<file path="config.mk">
export PLATFORM = sky130hd
export DESIGN_NAME = asram_ctrl
export DESIGN_NICKNAME = d
export VERILOG_FILES = /design/src/include/asram_pkg.sv /design/src/core/asram_ctrl.sv /design/src/core/asram_delay.sv
export SDC_FILE = /design/constraint.sdc
export NUM_CORES = 1
export LEC_CHECK = 0
export BUFFER_PORTS_ARGS = -buffer_cell sky130_fd_sc_hd__buf_4
export CAP_MARGIN = 10
export CORE_UTILIZATION = 49
export CTS_CLUSTER_SIZE = 28
export DETAILED_ROUTE_END_ITERATION = 6
export PLACE_DENSITY = 0.81
export SLEW_MARGIN = 10
export SYNTH_ARGS = -nofsm -noshare
export SYNTH_HDL_FRONTEND = slang
export SYNTH_HIERARCHICAL = 1
export SYNTH_SLANG_ARGS = --single-unit
</file>
<file path="constraint.sdc">
create_clock -name i_clk_sys -period 3 [get_ports i_clk_sys]
set_input_delay 0.45 -clock i_clk_sys [delete_from_list [all_inputs] [get_ports i_clk_sys]]
set_output_delay 0.45 -clock i_clk_sys [all_outputs]
set_load 0.02 [all_outputs]
</file>
<file path="src/include/asram_pkg.sv">
`default_nettype none
package asram_pkg;
    localparam int ADDR_W = 17;
    localparam int DATA_W = 8;
    localparam int CLK_PERIOD_NS = 10;
    // Fast grade figures
    localparam int ADDRESS_TO_VALID_DELAY_NS = 55;
    localparam int ADDRESS_CHANGE_HOLD_NS = 5;
    localparam int OUTPUT_ENABLE_TO_VALID_DELAY_NS = 20;
    localparam int ADDRESS_BEFORE_STORE_END_NS = 45;
    localparam int BYTE_BEFORE_STORE_END_NS = 45;
    localparam int WRITE_PULSE_NS = 45;
    localparam int OUTPUT_OFF_NS = 20;
    // Least times round up
    localparam int READ_CYC = (ADDRESS_TO_VALID_DELAY_NS + CLK_PERIOD_NS - 1) / CLK_PERIOD_NS;
    localparam int STORE_CYC = (ADDRESS_BEFORE_STORE_END_NS + CLK_PERIOD_NS - 1) / CLK_PERIOD_NS;
    localparam int BYTE_CYC = (BYTE_BEFORE_STORE_END_NS + CLK_PERIOD_NS - 1) / CLK_PERIOD_NS;
    localparam int TURN_CYC = (OUTPUT_OFF_NS + CLK_PERIOD_NS - 1) / CLK_PERIOD_NS;
    localparam int CNT_W = 4;

    typedef struct packed {
        logic write;
        logic [ADDR_W-1:0] addr;
        logic [DATA_W-1:0] wdata;
    } asram_req_type;

    typedef struct packed {
        logic select_low_active_n;
        logic select_high_active;
        logic out_enable_n;
        logic write_enable_n;
        logic [ADDR_W-1:0] location_lines;
    } asram_pins_type;
endpackage
`default_nettype wire

</file>
<file path="src/core/asram_ctrl.sv">
`default_nettype none
module asram_ctrl (
    input wire logic i_clk_sys,
    input wire logic i_reset,
    input wire logic i_req_valid,
    input wire asram_pkg::asram_req_type i_req,
    output logic o_req_ready,
    output logic o_rdata_valid,
    output logic [asram_pkg::DATA_W-1:0] o_rdata,
    output asram_pkg::asram_pins_type o_pins,
    input wire logic [asram_pkg::DATA_W-1:0] i_byte_bus,
    output logic [asram_pkg::DATA_W-1:0] o_byte_bus,
    output logic o_byte_bus_oe
);
    // ********************************
    // State
    // ********************************
    typedef enum logic [2:0] {ST_IDLE, ST_RSETUP, ST_READ, ST_RTURN, ST_WSETUP, ST_WRITE, ST_WEND} asram_state_type;
    asram_state_type state_r;
    logic load;
    logic [asram_pkg::CNT_W-1:0] load_cnt;
    logic done;
    logic [asram_pkg::DATA_W-1:0] bus_s1_r;
    logic [asram_pkg::DATA_W-1:0] bus_s2_r;

    asram_delay #(.W(asram_pkg::CNT_W)) u_delay (
        .i_clk_sys(i_clk_sys),
        .i_reset(i_reset),
        .i_load(load),
        .i_count(load_cnt),
        .o_done(done)
    );

    // Pins from the memory pass two flops before use
    always_ff @(posedge i_clk_sys or posedge i_reset) begin
        if (i_reset) begin
            bus_s1_r <= '0;
            bus_s2_r <= '0;
        end else begin
            bus_s1_r <= i_byte_bus;
            bus_s2_r <= bus_s1_r;
        end
    end

    always_comb begin
        load = 1'b0;
        load_cnt = '0;
        unique case (state_r)
            ST_IDLE: begin
                if (i_req_valid) begin
                    load = 1'b1;
                    load_cnt = 4'h1;
                end
            end
            // Two extra cycles cover the input synchroniser
            ST_RSETUP: begin
                load = 1'b1;
                load_cnt = 4'(asram_pkg::READ_CYC + 2);
            end
            ST_READ: begin
                if (done) begin
                    load = 1'b1;
                    load_cnt = 4'(asram_pkg::TURN_CYC);
                end
            end
            ST_WSETUP: begin
                load = 1'b1;
                load_cnt = 4'(asram_pkg::STORE_CYC > asram_pkg::BYTE_CYC ?
                    asram_pkg::STORE_CYC : asram_pkg::BYTE_CYC);
            end
            default: begin
            end
        endcase
    end

    // ********************************
    // Sequencer
    // ********************************
    always_ff @(posedge i_clk_sys or posedge i_reset) begin
        if (i_reset) begin
            state_r <= ST_IDLE;
        end else begin
            unique case (state_r)
                ST_IDLE: begin
                    if (i_req_valid) begin
                        state_r <= i_req.write ? ST_WSETUP : ST_RSETUP;
                    end
                end
                ST_RSETUP: begin
                    state_r <= ST_READ;
                end
                ST_READ: begin
                    if (done) begin
                        state_r <= ST_RTURN;
                    end
                end
                ST_RTURN: begin
                    if (done) begin
                        state_r <= ST_IDLE;
                    end
                end
                ST_WSETUP: begin
                    state_r <= ST_WRITE;
                end
                ST_WRITE: begin
                    if (done) begin
                        state_r <= ST_WEND;
                    end
                end
                ST_WEND: begin
                    state_r <= ST_IDLE;
                end
                // Spare code; back to idle, where the strobes keep whatever level they had
                default: begin
                    state_r <= ST_IDLE;
                end
            endcase
        end
    end

    // ********************************
    // Pins
    // ********************************
    always_ff @(posedge i_clk_sys or posedge i_reset) begin
        if (i_reset) begin
            o_pins.select_low_active_n <= 1'b1;
            o_pins.select_high_active <= 1'b0;
            o_pins.out_enable_n <= 1'b1;
            o_pins.write_enable_n <= 1'b1;
            o_pins.location_lines <= '0;
        end else begin
            unique case (state_r)
                ST_IDLE: begin
                    // Address settles a cycle before any select edge
                    if (i_req_valid) begin
                        o_pins.location_lines <= i_req.addr;
                    end
                end
                ST_RSETUP: begin
                    o_pins.select_low_active_n <= 1'b0;
                    o_pins.select_high_active <= 1'b1;
                    o_pins.out_enable_n <= 1'b0;
                    o_pins.write_enable_n <= 1'b1;
                end
                ST_READ: begin
                    if (done) begin
                        o_pins.select_low_active_n <= 1'b1;
                        o_pins.select_high_active <= 1'b0;
                        o_pins.out_enable_n <= 1'b1;
                    end
                end
                ST_WSETUP: begin
                    // Output enable stays high, so the memory never drives here
                    o_pins.out_enable_n <= 1'b1;
                    o_pins.select_low_active_n <= 1'b0;
                    o_pins.select_high_active <= 1'b1;
                    o_pins.write_enable_n <= 1'b0;
                end
                ST_WRITE: begin
                    if (done) begin
                        // All strobes end together; address and data stay put
                        o_pins.write_enable_n <= 1'b1;
                        o_pins.select_low_active_n <= 1'b1;
                        o_pins.select_high_active <= 1'b0;
                    end
                end
                default: begin
                end
            endcase
        end
    end

    // ********************************
    // Data bus driver
    // ********************************
    // Driven from the select edge of a write to one cycle past its end
    always_ff @(posedge i_clk_sys or posedge i_reset) begin
        if (i_reset) begin
            o_byte_bus <= '0;
            o_byte_bus_oe <= 1'b0;
        end else begin
            unique case (state_r)
                ST_IDLE: begin
                    // Data settles with the address, before the bus is enabled
                    if (i_req_valid) begin
                        o_byte_bus <= i_req.wdata;
                    end
                end
                ST_RSETUP: begin
                    o_byte_bus_oe <= 1'b0;
                end
                ST_WSETUP: begin
                    o_byte_bus_oe <= 1'b1;
                end
                ST_WEND: begin
                    o_byte_bus_oe <= 1'b0;
                end
                default: begin
                end
            endcase
        end
    end

    // ********************************
    // Host side
    // ********************************
    always_ff @(posedge i_clk_sys or posedge i_reset) begin
        if (i_reset) begin
            o_req_ready <= 1'b0;
        end else begin
            o_req_ready <= (state_r == ST_IDLE) && !i_req_valid;
        end
    end

    // Read byte holds until the next read; valid is a one-cycle pulse
    always_ff @(posedge i_clk_sys or posedge i_reset) begin
        if (i_reset) begin
            o_rdata_valid <= 1'b0;
            o_rdata <= '0;
        end else begin
            o_rdata_valid <= 1'b0;
            if (state_r == ST_READ && done) begin
                o_rdata <= bus_s2_r;
                o_rdata_valid <= 1'b1;
            end
        end
    end
endmodule // asram_ctrl
`default_nettype wire

</file>
<file path="src/core/asram_delay.sv">
`default_nettype none
module asram_delay #(
    parameter int W = 4
) (
    input wire logic i_clk_sys,
    input wire logic i_reset,
    input wire logic i_load,
    input wire logic [W-1:0] i_count,
    output logic o_done
);
    logic [W-1:0] cnt_r;
    always_ff @(posedge i_clk_sys or posedge i_reset) begin
        if (i_reset) begin
            cnt_r <= '0;
        end else if (i_load) begin
            cnt_r <= i_count;
        end else if (cnt_r != '0) begin
            cnt_r <= cnt_r - 1'b1;
        end
    end
    // Count alone: the caller's load depends on done, so gating with load would loop
    assign o_done = (cnt_r == '0);
endmodule // asram_delay
`default_nettype wire

</file>
# Word level (Yosys, flattened, before mapping)
# Cells that the tools add are included.
dict set report word_totals {
  reg_bits 63
  inputBits 37
  out_inout_bits 40
}
dict set report classes {
  n_addsub 1
  n_eq_ne 10
  mux 22
  n_reduce_logical 18
}
# operator count
set ops {}
lappend ops {{$mux W3} 6}
lappend ops {{$pmux W3 S6} 1}
lappend ops {{$pmux W4 S4} 1}
lappend ops {{$eq A3 B3 Y1 const B} 3}
lappend ops {{$pmux W1 S3} 3}
lappend ops {{$reduce_bool A3 Y1} 3}
lappend ops {{$mux W4} 2}
lappend ops {{$ne A2 B2 Y1 const B} 4}
lappend ops {{$eq A3 B2 Y1 const B} 2}
lappend ops {{$pmux W2 S3} 1}
lappend ops {{$reduce_and A2 Y1} 3}
lappend ops {{$mux W1} 5}
lappend ops {{$logic_not A4 Y1} 1}
lappend ops {{$mux W2} 2}
lappend ops {{$reduce_and A4 Y1} 1}
lappend ops {{$reduce_bool A2 Y1} 2}
lappend ops {{$reduce_bool A4 Y1} 1}
lappend ops {{$reduce_or A2 Y1} 2}
lappend ops {{$sub A4 B1 Y4 const B} 1}
lappend ops {{$eq A3 B1 Y1 const B} 1}
lappend ops {{$logic_not A3 Y1} 1}
lappend ops {{$reduce_and A3 Y1} 1}
lappend ops {{$logic_and A1 B1 Y1} 2}
lappend ops {{$pmux W1 S2} 1}
lappend ops {{$logic_not A1 Y1} 1}

# Logic depth before layout (Yosys ltp)
# Gate-level depths: netlist (run 1).
dict set report depth {
  depth_word 4
  mapped_depth 10
}

# Modules after synthesis
# Netlist (run 1), hierarchy kept.
# module instances area_per_inst_um2 cells_each seq_area_each_um2
set modules_own_cells {}
lappend modules_own_cells {asram_ctrl 1 2190.9 148 1480.2}
lappend modules_own_cells {asram_delay 1 236.5 23 100.1}

# Worst setup path after synthesis (run 1)
# OpenSTA, ideal clock, no wires.
dict set report synth_path {
  path_type {reg2reg}
  from {reg u_delay.cnt_r[0]}
  to {reg u_delay.cnt_r[3]}
  arrival_ns 2.171
  required_time_ns 2.874
  setup_ns 0.126
  n_path_buf 2
  synth_period_minus_slack_ns 2.297
  path_slack_ns 0.703
  path_stages_with_launch 11
  path_cell_list {dfrtp_1 > inv_1 > ha_1 > nor3b_4 > clkbuf_1 > nand2_1 > mux2_2 > o21bai_1 > clkbuf_1 > nor3_1 > a221o_1}
}
dict set report synth_between {
  elab_chain_len 4
  elab_cells_between_ends 8
  cone_classes {1 x add/sub; 4 x mux; 3 x reduce/logical}
}
# element line_no
set synth_lines {}
lappend synth_lines {{from (decl)} asram_delay.sv:11} ;# logic [W-1:0] cnt_r;
lappend synth_lines {{from (signal assigned)} asram_delay.sv:16} ;# cnt_r <= i_count;
lappend synth_lines {{from (signal assigned)} asram_delay.sv:18} ;# cnt_r <= cnt_r - 1'b1;
lappend synth_lines {{$logic_not A4 Y1 (*)} asram_delay.sv:22} ;# assign o_done = (cnt_r == '0);
lappend synth_lines {{net done} asram_ctrl.sv:22} ;# logic done;
lappend synth_lines {{$mux W1 (*)} asram_ctrl.sv:61} ;# if (done) begin
lappend synth_lines {{$pmux W1 S3 (*)} asram_ctrl.sv:48} ;# unique case (state_r)
lappend synth_lines {{net load} asram_ctrl.sv:20} ;# logic load;
lappend synth_lines {{$mux W4 / $reduce_bool A2 Y1 (equally long branches)} -}
# The timed path passes the listed nets; every way through them passes the cells marked *. The select of a mux whose other input is x is not followed.
# A chain may end at the register's enable or synchronous reset.

# Final worst setup path (run 1)
# Ends and elaborated chain as after synthesis.

==> metrics.log, run 1 <==
INFO  metric gp_congestion = 0.757
INFO  metric cts_hold_buf = 0
INFO  metric setup_viol = 0
INFO  metric grt_overflow_total = 0
INFO  metric max_clock_freq = 0.439 GHz
INFO  metric root_buffer = sky130_fd_sc_hd__clkbuf_8
INFO  metric type_of_element_launching_the_critical_path = register
INFO  metric ys_seq_elements = 63
INFO  metric timing_max_transition_violations_final = 0
INFO  metric timing.max_slew.rel_slack = 54.4%
INFO  metric synthesis.instances = 171
INFO  metric floorplan.die.height = 72.4 µm
INFO  metric dieArea = 0.00524 mm²
INFO  metric post_synth_most_frequent_cells = sky130_fd_sc_hd__dfrtp_1, sky130_fd_sc_hd__mux2_2, sky130_fd_sc_hd__o21ai_0, sky130_fd_sc_hd__inv_1, sky130_fd_sc_hd__nor2_1
INFO  metric insertedDiodeCount = 0
INFO  metric wirelength_met1 = 1930 µm
INFO  metric initial_utilization = 51.1%
INFO  metric ant_nets = 0
INFO  metric power.density_cell_area = 1180 mW/mm²
INFO  metric mappedNetlistNets = 209
INFO  metric cp_top_family = compound AO/OA/AOI/OAI gates
INFO  metric htree_levels = 3
INFO  metric cts_tree = built
INFO  metric io_buffer_count = 76
INFO  metric placed_area = 0.00306 mm²
INFO  metric fp-row-count = 25
INFO  metric clock_latency = 0.33 ns
INFO  metric core_area = 0.00475 mm²
INFO  metric dp_hpwl = 3110 µm
INFO  metric synth-edff-count = 0
INFO  metric leakage_dissipation = 1.53 nW
INFO  metric crit_path_cell_chain = inv_1 > ha_1 > nor3b_4 > nand2_1 > mux2_2 > o21bai_1 > nor3_1 > a221o_1
INFO  metric fin_skew = 0.00721 ns
INFO  metric setup.worst_path.end_class = register
INFO  metric antenna_violations_before_repair = 0
INFO  metric synth.yosys.seq_area_share = 65.1%
INFO  metric fp.dieW = 72.4 µm
INFO  metric yosysUniqueCellTypes = 33
INFO  metric cts-resized-gates = 0
INFO  metric met2RoutedLength = 2080 µm
INFO  metric io_pins = 77
INFO  metric dr.pass1.iters = 4
INFO  metric synth_top_cells_by_area = sky130_fd_sc_hd__dfrtp_1, sky130_fd_sc_hd__mux2_2, sky130_fd_sc_hd__dfstp_2, sky130_fd_sc_hd__o21ai_0, sky130_fd_sc_hd__inv_1
INFO  metric synth_flop_cell = sky130_fd_sc_hd__dfrtp_1
INFO  metric crit_path_max_fanout = 8
INFO  metric critPathArrivalTime = 2.49 ns
INFO  metric areaGrowthSynthToFinish = 35.2%
INFO  metric totalNegativeSetupSlack = 0 ns
INFO  metric fin_area = 0.00328 mm²
INFO  metric critical-path-slowest-cell = sky130_fd_sc_hd__o21bai_1
INFO  metric category_of_the_most_critical_setup_path = register to register
INFO  metric post_cts_buffers = 0
INFO  metric worst-path-buf-inv = 1
INFO  metric crit_path_max_cell_delay = 0.42 ns
INFO  metric avgViaCountPerCell = 4.93
INFO  metric synth_largest_type_area_fraction = 61.9%
INFO  metric detail_route.drc_violations = 0
INFO  metric tritoncts.num_buffers = 9
INFO  metric hold_viol = 0
INFO  metric finalCriticalPeriod = 2.28 ns
INFO  metric post_synth.cell_area_avg = 14.2 µm²
INFO  metric worst_setup_hold_path_clk_slew = 0.07 ns
INFO  metric cts_buffer_depth = 2
INFO  metric routed.top_layer = met4
INFO  metric wirelength = 4390 µm
INFO  metric synth.cell_area = 0.00243 mm²
INFO  metric layout-drive-gt1-share = 52.9%
INFO  metric min_period_over_period = 76.0%
INFO  metric routed_wire_length_per_instance = 13.6 µm
INFO  metric first_global_vias = 1,663
INFO  metric crit_required = 3.22 ns
INFO  metric synth_most_common_cell = sky130_fd_sc_hd__dfrtp_1
INFO  metric tightest_slew = 0.684 ns
INFO  metric post-synth-top-area-cell = sky130_fd_sc_hd__dfrtp_1
INFO  metric met3RoutedLength = 297 µm
INFO  metric first_pass_grt_wire_length = 7330 µm
INFO  metric drt_iter0_drcs = 74
INFO  metric cts.sinks = 63
INFO  metric result_of_the_run = finished clean
INFO  metric startpoint = u_delay/cnt_r[0]$_DFFE_PP0P_
INFO  metric hold_path.class = input pin to async pin
INFO  metric final_nets = 289
INFO  metric worst_case_register_to_register_setup_slack = 0.72 ns
INFO  metric peakVddDrop = 0.630 mV
INFO  metric async_flop_share = 100%
INFO  metric grt_max_degree = 31
INFO  metric setup_repair_after_global_routing_missed_its_margin = no
INFO  metric maxCapViolations = 0
INFO  metric grtUsageTotal = 19.0%
INFO  metric launch_point_of_the_worst_reg_to_reg_path = u_delay/cnt_r[0]$_DFFE_PP0P_
INFO  metric num_vias = 1,587
INFO  metric synthesis.yosys.warnings = 6
-- per-layer routing --
| layer | global-route usage (%) | up-vias |
|---|---|---|
| met5 | 0 | - |
| met4 | 8.71 | 0 |
| met3 | 7.78 | 6 |
| met2 | 29.6 | 52 |
| met1 | 23.3 | 775 |
| li1 | - | 754 |
-- worst reg2reg max path: stages (launching register included) --
cell,delay [ns]
sky130_fd_sc_hd__dfrtp_1,0.38
sky130_fd_sc_hd__inv_1,0.09
sky130_fd_sc_hd__ha_1,0.22
sky130_fd_sc_hd__nor3b_4,0.22
sky130_fd_sc_hd__nand2_1,0.10
sky130_fd_sc_hd__mux2_2,0.30
sky130_fd_sc_hd__o21bai_1,0.42
sky130_fd_sc_hd__nor3_1,0.10
sky130_fd_sc_hd__a221o_1,0.34
-- cell type report --
class	count	area [µm²]
Sequential cell	63	1580
Fill cell	368	1470
Multi-Input combinational cell	91	766
Timing Repair Buffer	79	606
Clock buffer	10	138
Tap cell	67	83.8
Clock inverter	5	82.6
Inverter	7	26.3
-- cells by family after synthesis --
| group | after synthesis | synth area share [%] |
|---|---|---|
| adder cells (fa/ha/maj) | 1 | 0.515 |
| multiplexers | 38 | 17.5 |
| AO/OA/AOI/OAI | 24 | 6.44 |
| flip-flops | 63 | 65.1 |
| AND/OR/NAND/NOR | 27 | 6.70 |
| buffers and inverters | 17 | 3.35 |
| XOR/XNOR | 1 | 0.361 |
-- worst paths after layout --
path | end | depth (start not counted)
max in group asynchronous | o_rdata[2]$_DFFE_PP0P_ | 3
min in group i_clk_sys | bus_s1_r[0]$_DFF_PP0_ | 1
hold / removal | u_delay/cnt_r[3]$_DFFE_PP0P_ | 2
setup / recovery | u_delay/cnt_r[3]$_DFFE_PP0P_ | 8
setup reg to reg | u_delay/cnt_r[3]$_DFFE_PP0P_ | 8
hold reg to reg | bus_s2_r[3]$_DFF_PP0_ | 0
-- report_power, final --
| part | switching [W] | internal, W |
|---|---|---|
| Combinational | 0.000795 | 0.000821 |
| Clock | 0.000314 | 0.000487 |
| Sequential | 0.000270 | 0.00119 |
| Total | 0.00138 | 0.00250 |
-- state kept, by name, indices dropped and copies added, names as in the netlist --
register and count:
u_delay/cnt_r 4, o_pins 21, o_byte_bus_oe 1, state_r 3, o_req_ready 1, o_byte_bus 8, o_rdata_valid 1, bus_s2_r 8
bus_s1_r 8, o_rdata 8
-- per-stage QoR --
step	hold slack (ns)	setup slack, ns	std cells	utilization [%]	total power, W
floorplan	0.216	0.703	171	-	0.00250
CTS	0.00751	0.725	322	69.0	0.00393
finish	0.0140	0.721	322	69.0	0.00388
detailed placement	0.336	0.728	307	64.4	0.00311
global placement	0.333	0.881	307	64.4	0.00305
global route	0.00914	0.521	322	69.0	0.00412
-- placed cells by master, fill, tap and decap left out, types with 2 or more instances in the layout --
master	instances
sky130_fd_sc_hd__inv_1	6
sky130_fd_sc_hd__buf_4	78
sky130_fd_sc_hd__clkbuf_8	10
sky130_fd_sc_hd__bufinv_16	2
sky130_fd_sc_hd__nor3_1	4
sky130_fd_sc_hd__dfrtp_1	60
sky130_fd_sc_hd__nor2b_1	2
sky130_fd_sc_hd__nand2_1	6
sky130_fd_sc_hd__clkinv_4	2
sky130_fd_sc_hd__dfstp_2	3
sky130_fd_sc_hd__nor2_1	7
sky130_fd_sc_hd__and3_1	3
sky130_fd_sc_hd__o21ai_0	8
sky130_fd_sc_hd__mux2i_1	2
sky130_fd_sc_hd__a21boi_0	2
sky130_fd_sc_hd__mux2_2	35
sky130_fd_sc_hd__a21oi_1	5
(Power assumes the default switching activity.)
==> run 2, diff against run 1 <==
- CORE_UTILIZATION: 49 -> 45
- PLACE_DENSITY: 0.81 -> 0.79
- clock period: 3 -> 1.91 ns (I/O delays scaled with it)
==> run 2 against run 1 <==
The flow now finishes with violations (negative setup slack). First-iteration DRC count shrank 62%. Cell count grew 6.2%. Clock-buffer cell count grew 2. Combinational power grew 83%. Final area grew 4.4%. Routed wire length grew 8.0%. Core utilization shrank 2.4 points. Total power grew 62%. Largest power group unchanged.
==> metrics.log, run 2 (same netlist as run 1, synthesis figures left out) <==
INFO  metric clock_latency = 0.34 ns
INFO  metric fill_cells = 400
INFO  metric cellInternalPower = 0.00400 W
INFO  metric power.density_cell_area = 1830 mW/mm²
INFO  metric type_of_element_launching_the_critical_path = register
INFO  metric mostFrequentLayoutCells = sky130_fd_sc_hd__buf_4, sky130_fd_sc_hd__dfrtp_1, sky130_fd_sc_hd__mux2_2
INFO  metric category_of_the_most_critical_setup_path = register to register
INFO  metric hold_viol = 0
INFO  metric grt_busiest_layer = met2
INFO  metric dieArea = 0.00569 mm²
INFO  metric critical-path-slowest-cell = sky130_fd_sc_hd__dfrtp_1
INFO  metric detail_route.drc_violations = 0
INFO  metric root_buffer = sky130_fd_sc_hd__clkbuf_8
INFO  metric cp_top_family = compound AO/OA/AOI/OAI gates
INFO  metric cts.sinks = 63
INFO  metric dr.pass1.iters = 4
INFO  metric floorplan.die.height = 75.4 µm
INFO  metric final_nets = 305
INFO  metric worst_case_register_to_register_setup_slack = -0.01 ns
INFO  metric areaGrowthSynthToFinish = 41.2%
INFO  metric power_frac_comb = 47.3%
INFO  metric fp.dieW = 75.4 µm
INFO  metric grt_overflow_total = 0
INFO  metric dp_hpwl = 3210 µm
INFO  metric finish.utilization = 66.7%
INFO  metric avgViaCountPerCell = 4.87
INFO  metric routed_wire_length_per_instance = 13.9 µm
INFO  metric global_route.usage.met3 = 11.2%
INFO  metric crit_path_max_fanout = 7
INFO  metric grtUsageTotal = 19.3%
INFO  metric num_vias = 1,665
INFO  metric largest_reg_flops = 21
INFO  metric min_period_over_period = 101%
INFO  metric setup_repair_after_global_routing_missed_its_margin = yes
INFO  metric core_area = 0.00514 mm²
INFO  metric timing.max_slew.rel_slack = 73.7%
INFO  metric worst_setup_hold_path_clk_slew = 0.07 ns
INFO  metric ant_nets = 0
INFO  metric io_pins = 77
INFO  metric top_register = o_pins
INFO  metric postLayoutSetupSlackWorst = -0.0122 ns
INFO  metric result_of_the_run = finished, violations left
INFO  metric final_common_cell = sky130_fd_sc_hd__buf_4
INFO  metric setup_viol = 1
INFO  metric violations_in_the_final_reports = negative setup slack
INFO  metric insertedDiodeCount = 0
INFO  metric proportion_of_power_drawn_by_flip_flops_and_latches = 35.7%
INFO  metric wirelength = 4740 µm
INFO  metric htree_levels = 3
INFO  metric hold_path.class = input pin to register
INFO  metric leakage_dissipation = 1.61 nW
INFO  metric met1_usage = 20.3%
INFO  metric io_buffer_count = 76
INFO  metric layout-drive-gt1-share = 57.7%
INFO  metric max_clock_freq = 0.520 GHz
INFO  metric crit_path_cell_chain = inv_2 > ha_4 > nor3b_4 > nand2_2 > mux2_4 > o21bai_1 > buf_4 > nor3_2 > a221o_1
INFO  metric fp-row-count = 26
INFO  metric cts_buffer_depth = 2
INFO  metric crit_required = 2.13 ns
INFO  metric setup.worst_path.end_class = register
INFO  metric maxCapViolations = 0
INFO  metric critPathArrivalTime = 2.14 ns
INFO  metric dpl_worst_slack = -0.0564 ns
INFO  metric peakVddDrop = 0.995 mV
INFO  metric first_pass_grt_wire_length = 7690 µm
INFO  metric multiInputGateArea = 798 µm²
INFO  metric initial_utilization = 47.2%
INFO  metric clk_pwr_share = 17.0%
INFO  metric tritoncts.num_buffers = 9
INFO  metric globalRouteMet2Util = 31.4%
INFO  metric first_global_vias = 1,747
INFO  metric crit_path_max_cell_delay = 0.39 ns
INFO  metric finalCriticalPeriod = 1.92 ns
INFO  metric fin_skew = 0.00698 ns
INFO  metric sequential_cell_area = 0.00158 mm²
INFO  metric worst-path-buf-inv = 2
INFO  metric gp_congestion = 0.816
INFO  metric cts_tree = built
INFO  metric antenna_violations_before_repair = 0
INFO  metric timing_max_transition_violations_final = 0
INFO  metric tightest_slew = 0.394 ns
INFO  metric drt_iter0_drcs = 28
INFO  metric power.switching = 0.00228 W
INFO  metric grt_max_degree = 31
INFO  metric switching_share = 36.3%
-- run 2: changes by cell type in the layout (fill, tap and decap cells not counted), sizes merged --
cell | before | now
buf | 79 | 94
bufinv | 2 | 0
clkbuf | 10 | 12
clkinv | 3 | 2
clkinvlp | 0 | 2
dlygate4sd3 | 0 | 1
-- run 2: layer usage --
layer  share of wire, %  vias to the layer above
met5                  0                        -
met4               0.55                        0
met3                 10                        2
met2                 51                       61
met1                 38                      810
li1                   -                      792
-- run 2: metrics by stage --
stage	cells	TNS (ns)	instance area [µm²]	total power (W)	hold slack, ns
2_1_floorplan	171	-0.304	2460	0.00403	0.0526
3_3_place_gp	319	0	3160	0.00501	0.196
3_5_place_dp	319	-0.0618	3160	0.00509	0.201
4_1_cts	337	0	3380	0.00624	0.0360
5_1_grt	342	-0.115	3430	0.00668	0.0292
6_report	342	-0.0122	3430	0.00628	0.0527
-- run 2: final timing paths --
path                                                    from                            to  cells after the start
worst max-delay path            u_delay/cnt_r[0]$_DFFE_PP0P_  u_delay/cnt_r[3]$_DFFE_PP0P_                      9
worst min-delay path                           i_byte_bus[7]         bus_s1_r[7]$_DFF_PP0_                      1
worst max register to register  u_delay/cnt_r[0]$_DFFE_PP0P_  u_delay/cnt_r[3]$_DFFE_PP0P_                      9
worst min register to register         bus_s1_r[2]$_DFF_PP0_         bus_s2_r[2]$_DFF_PP0_                      0
max in group asynchronous                            i_reset        o_pins[18]$_DFFE_PP1P_                      4
min in group asynchronous                            i_reset  u_delay/cnt_r[3]$_DFFE_PP0P_                      3
-- run 2: worst register-to-register path, cell delays in order (launching register included) --
cell                       delay [ns]
sky130_fd_sc_hd__dfrtp_1         0.39
sky130_fd_sc_hd__inv_2           0.09
sky130_fd_sc_hd__ha_4            0.15
sky130_fd_sc_hd__nor3b_4         0.21
sky130_fd_sc_hd__nand2_2         0.08
sky130_fd_sc_hd__mux2_4          0.26
sky130_fd_sc_hd__o21bai_1        0.12
sky130_fd_sc_hd__buf_4           0.18
sky130_fd_sc_hd__nor3_2          0.04
sky130_fd_sc_hd__a221o_1         0.30
-- run 2: repair_timing --
| action | CTS | global route |
|---|---|---|
| endpoints found under the setup margin | 3 | 2 |
| hold buffers | 1 | 0 |
| cloned | 0 | 0 |
| pin swaps | 0 | 1 |
| setup buffers | 1 | 5 |
| resized for setup | 2 | 1 |
| hold endpoints to repair | 4 | 0 |
-- run 2: final cells by class --
type | count | share of cell area [%]
repair buffers | 95 | 21.6
multi-input cells | 91 | 23.3
inverters | 7 | 0.767
flip-flops and latches | 63 | 46.1
well taps | 70 | 2.56
clock buffers | 12 | 4.82
clock inverters | 4 | 0.840
-- run 2: power by group through the flow --
| stage | logic [W] | clock network (W) | registers, W |
|---|---|---|---|
| floorplan | 0.00134 | 0 | 0.00269 |
| global placement | 0.00278 | 0 | 0.00224 |
| detailed placement | 0.00283 | 0 | 0.00226 |
| CTS | 0.00289 | 0.00111 | 0.00225 |
| global route | 0.00321 | 0.00116 | 0.00231 |
| finish | 0.00297 | 0.00107 | 0.00224 |
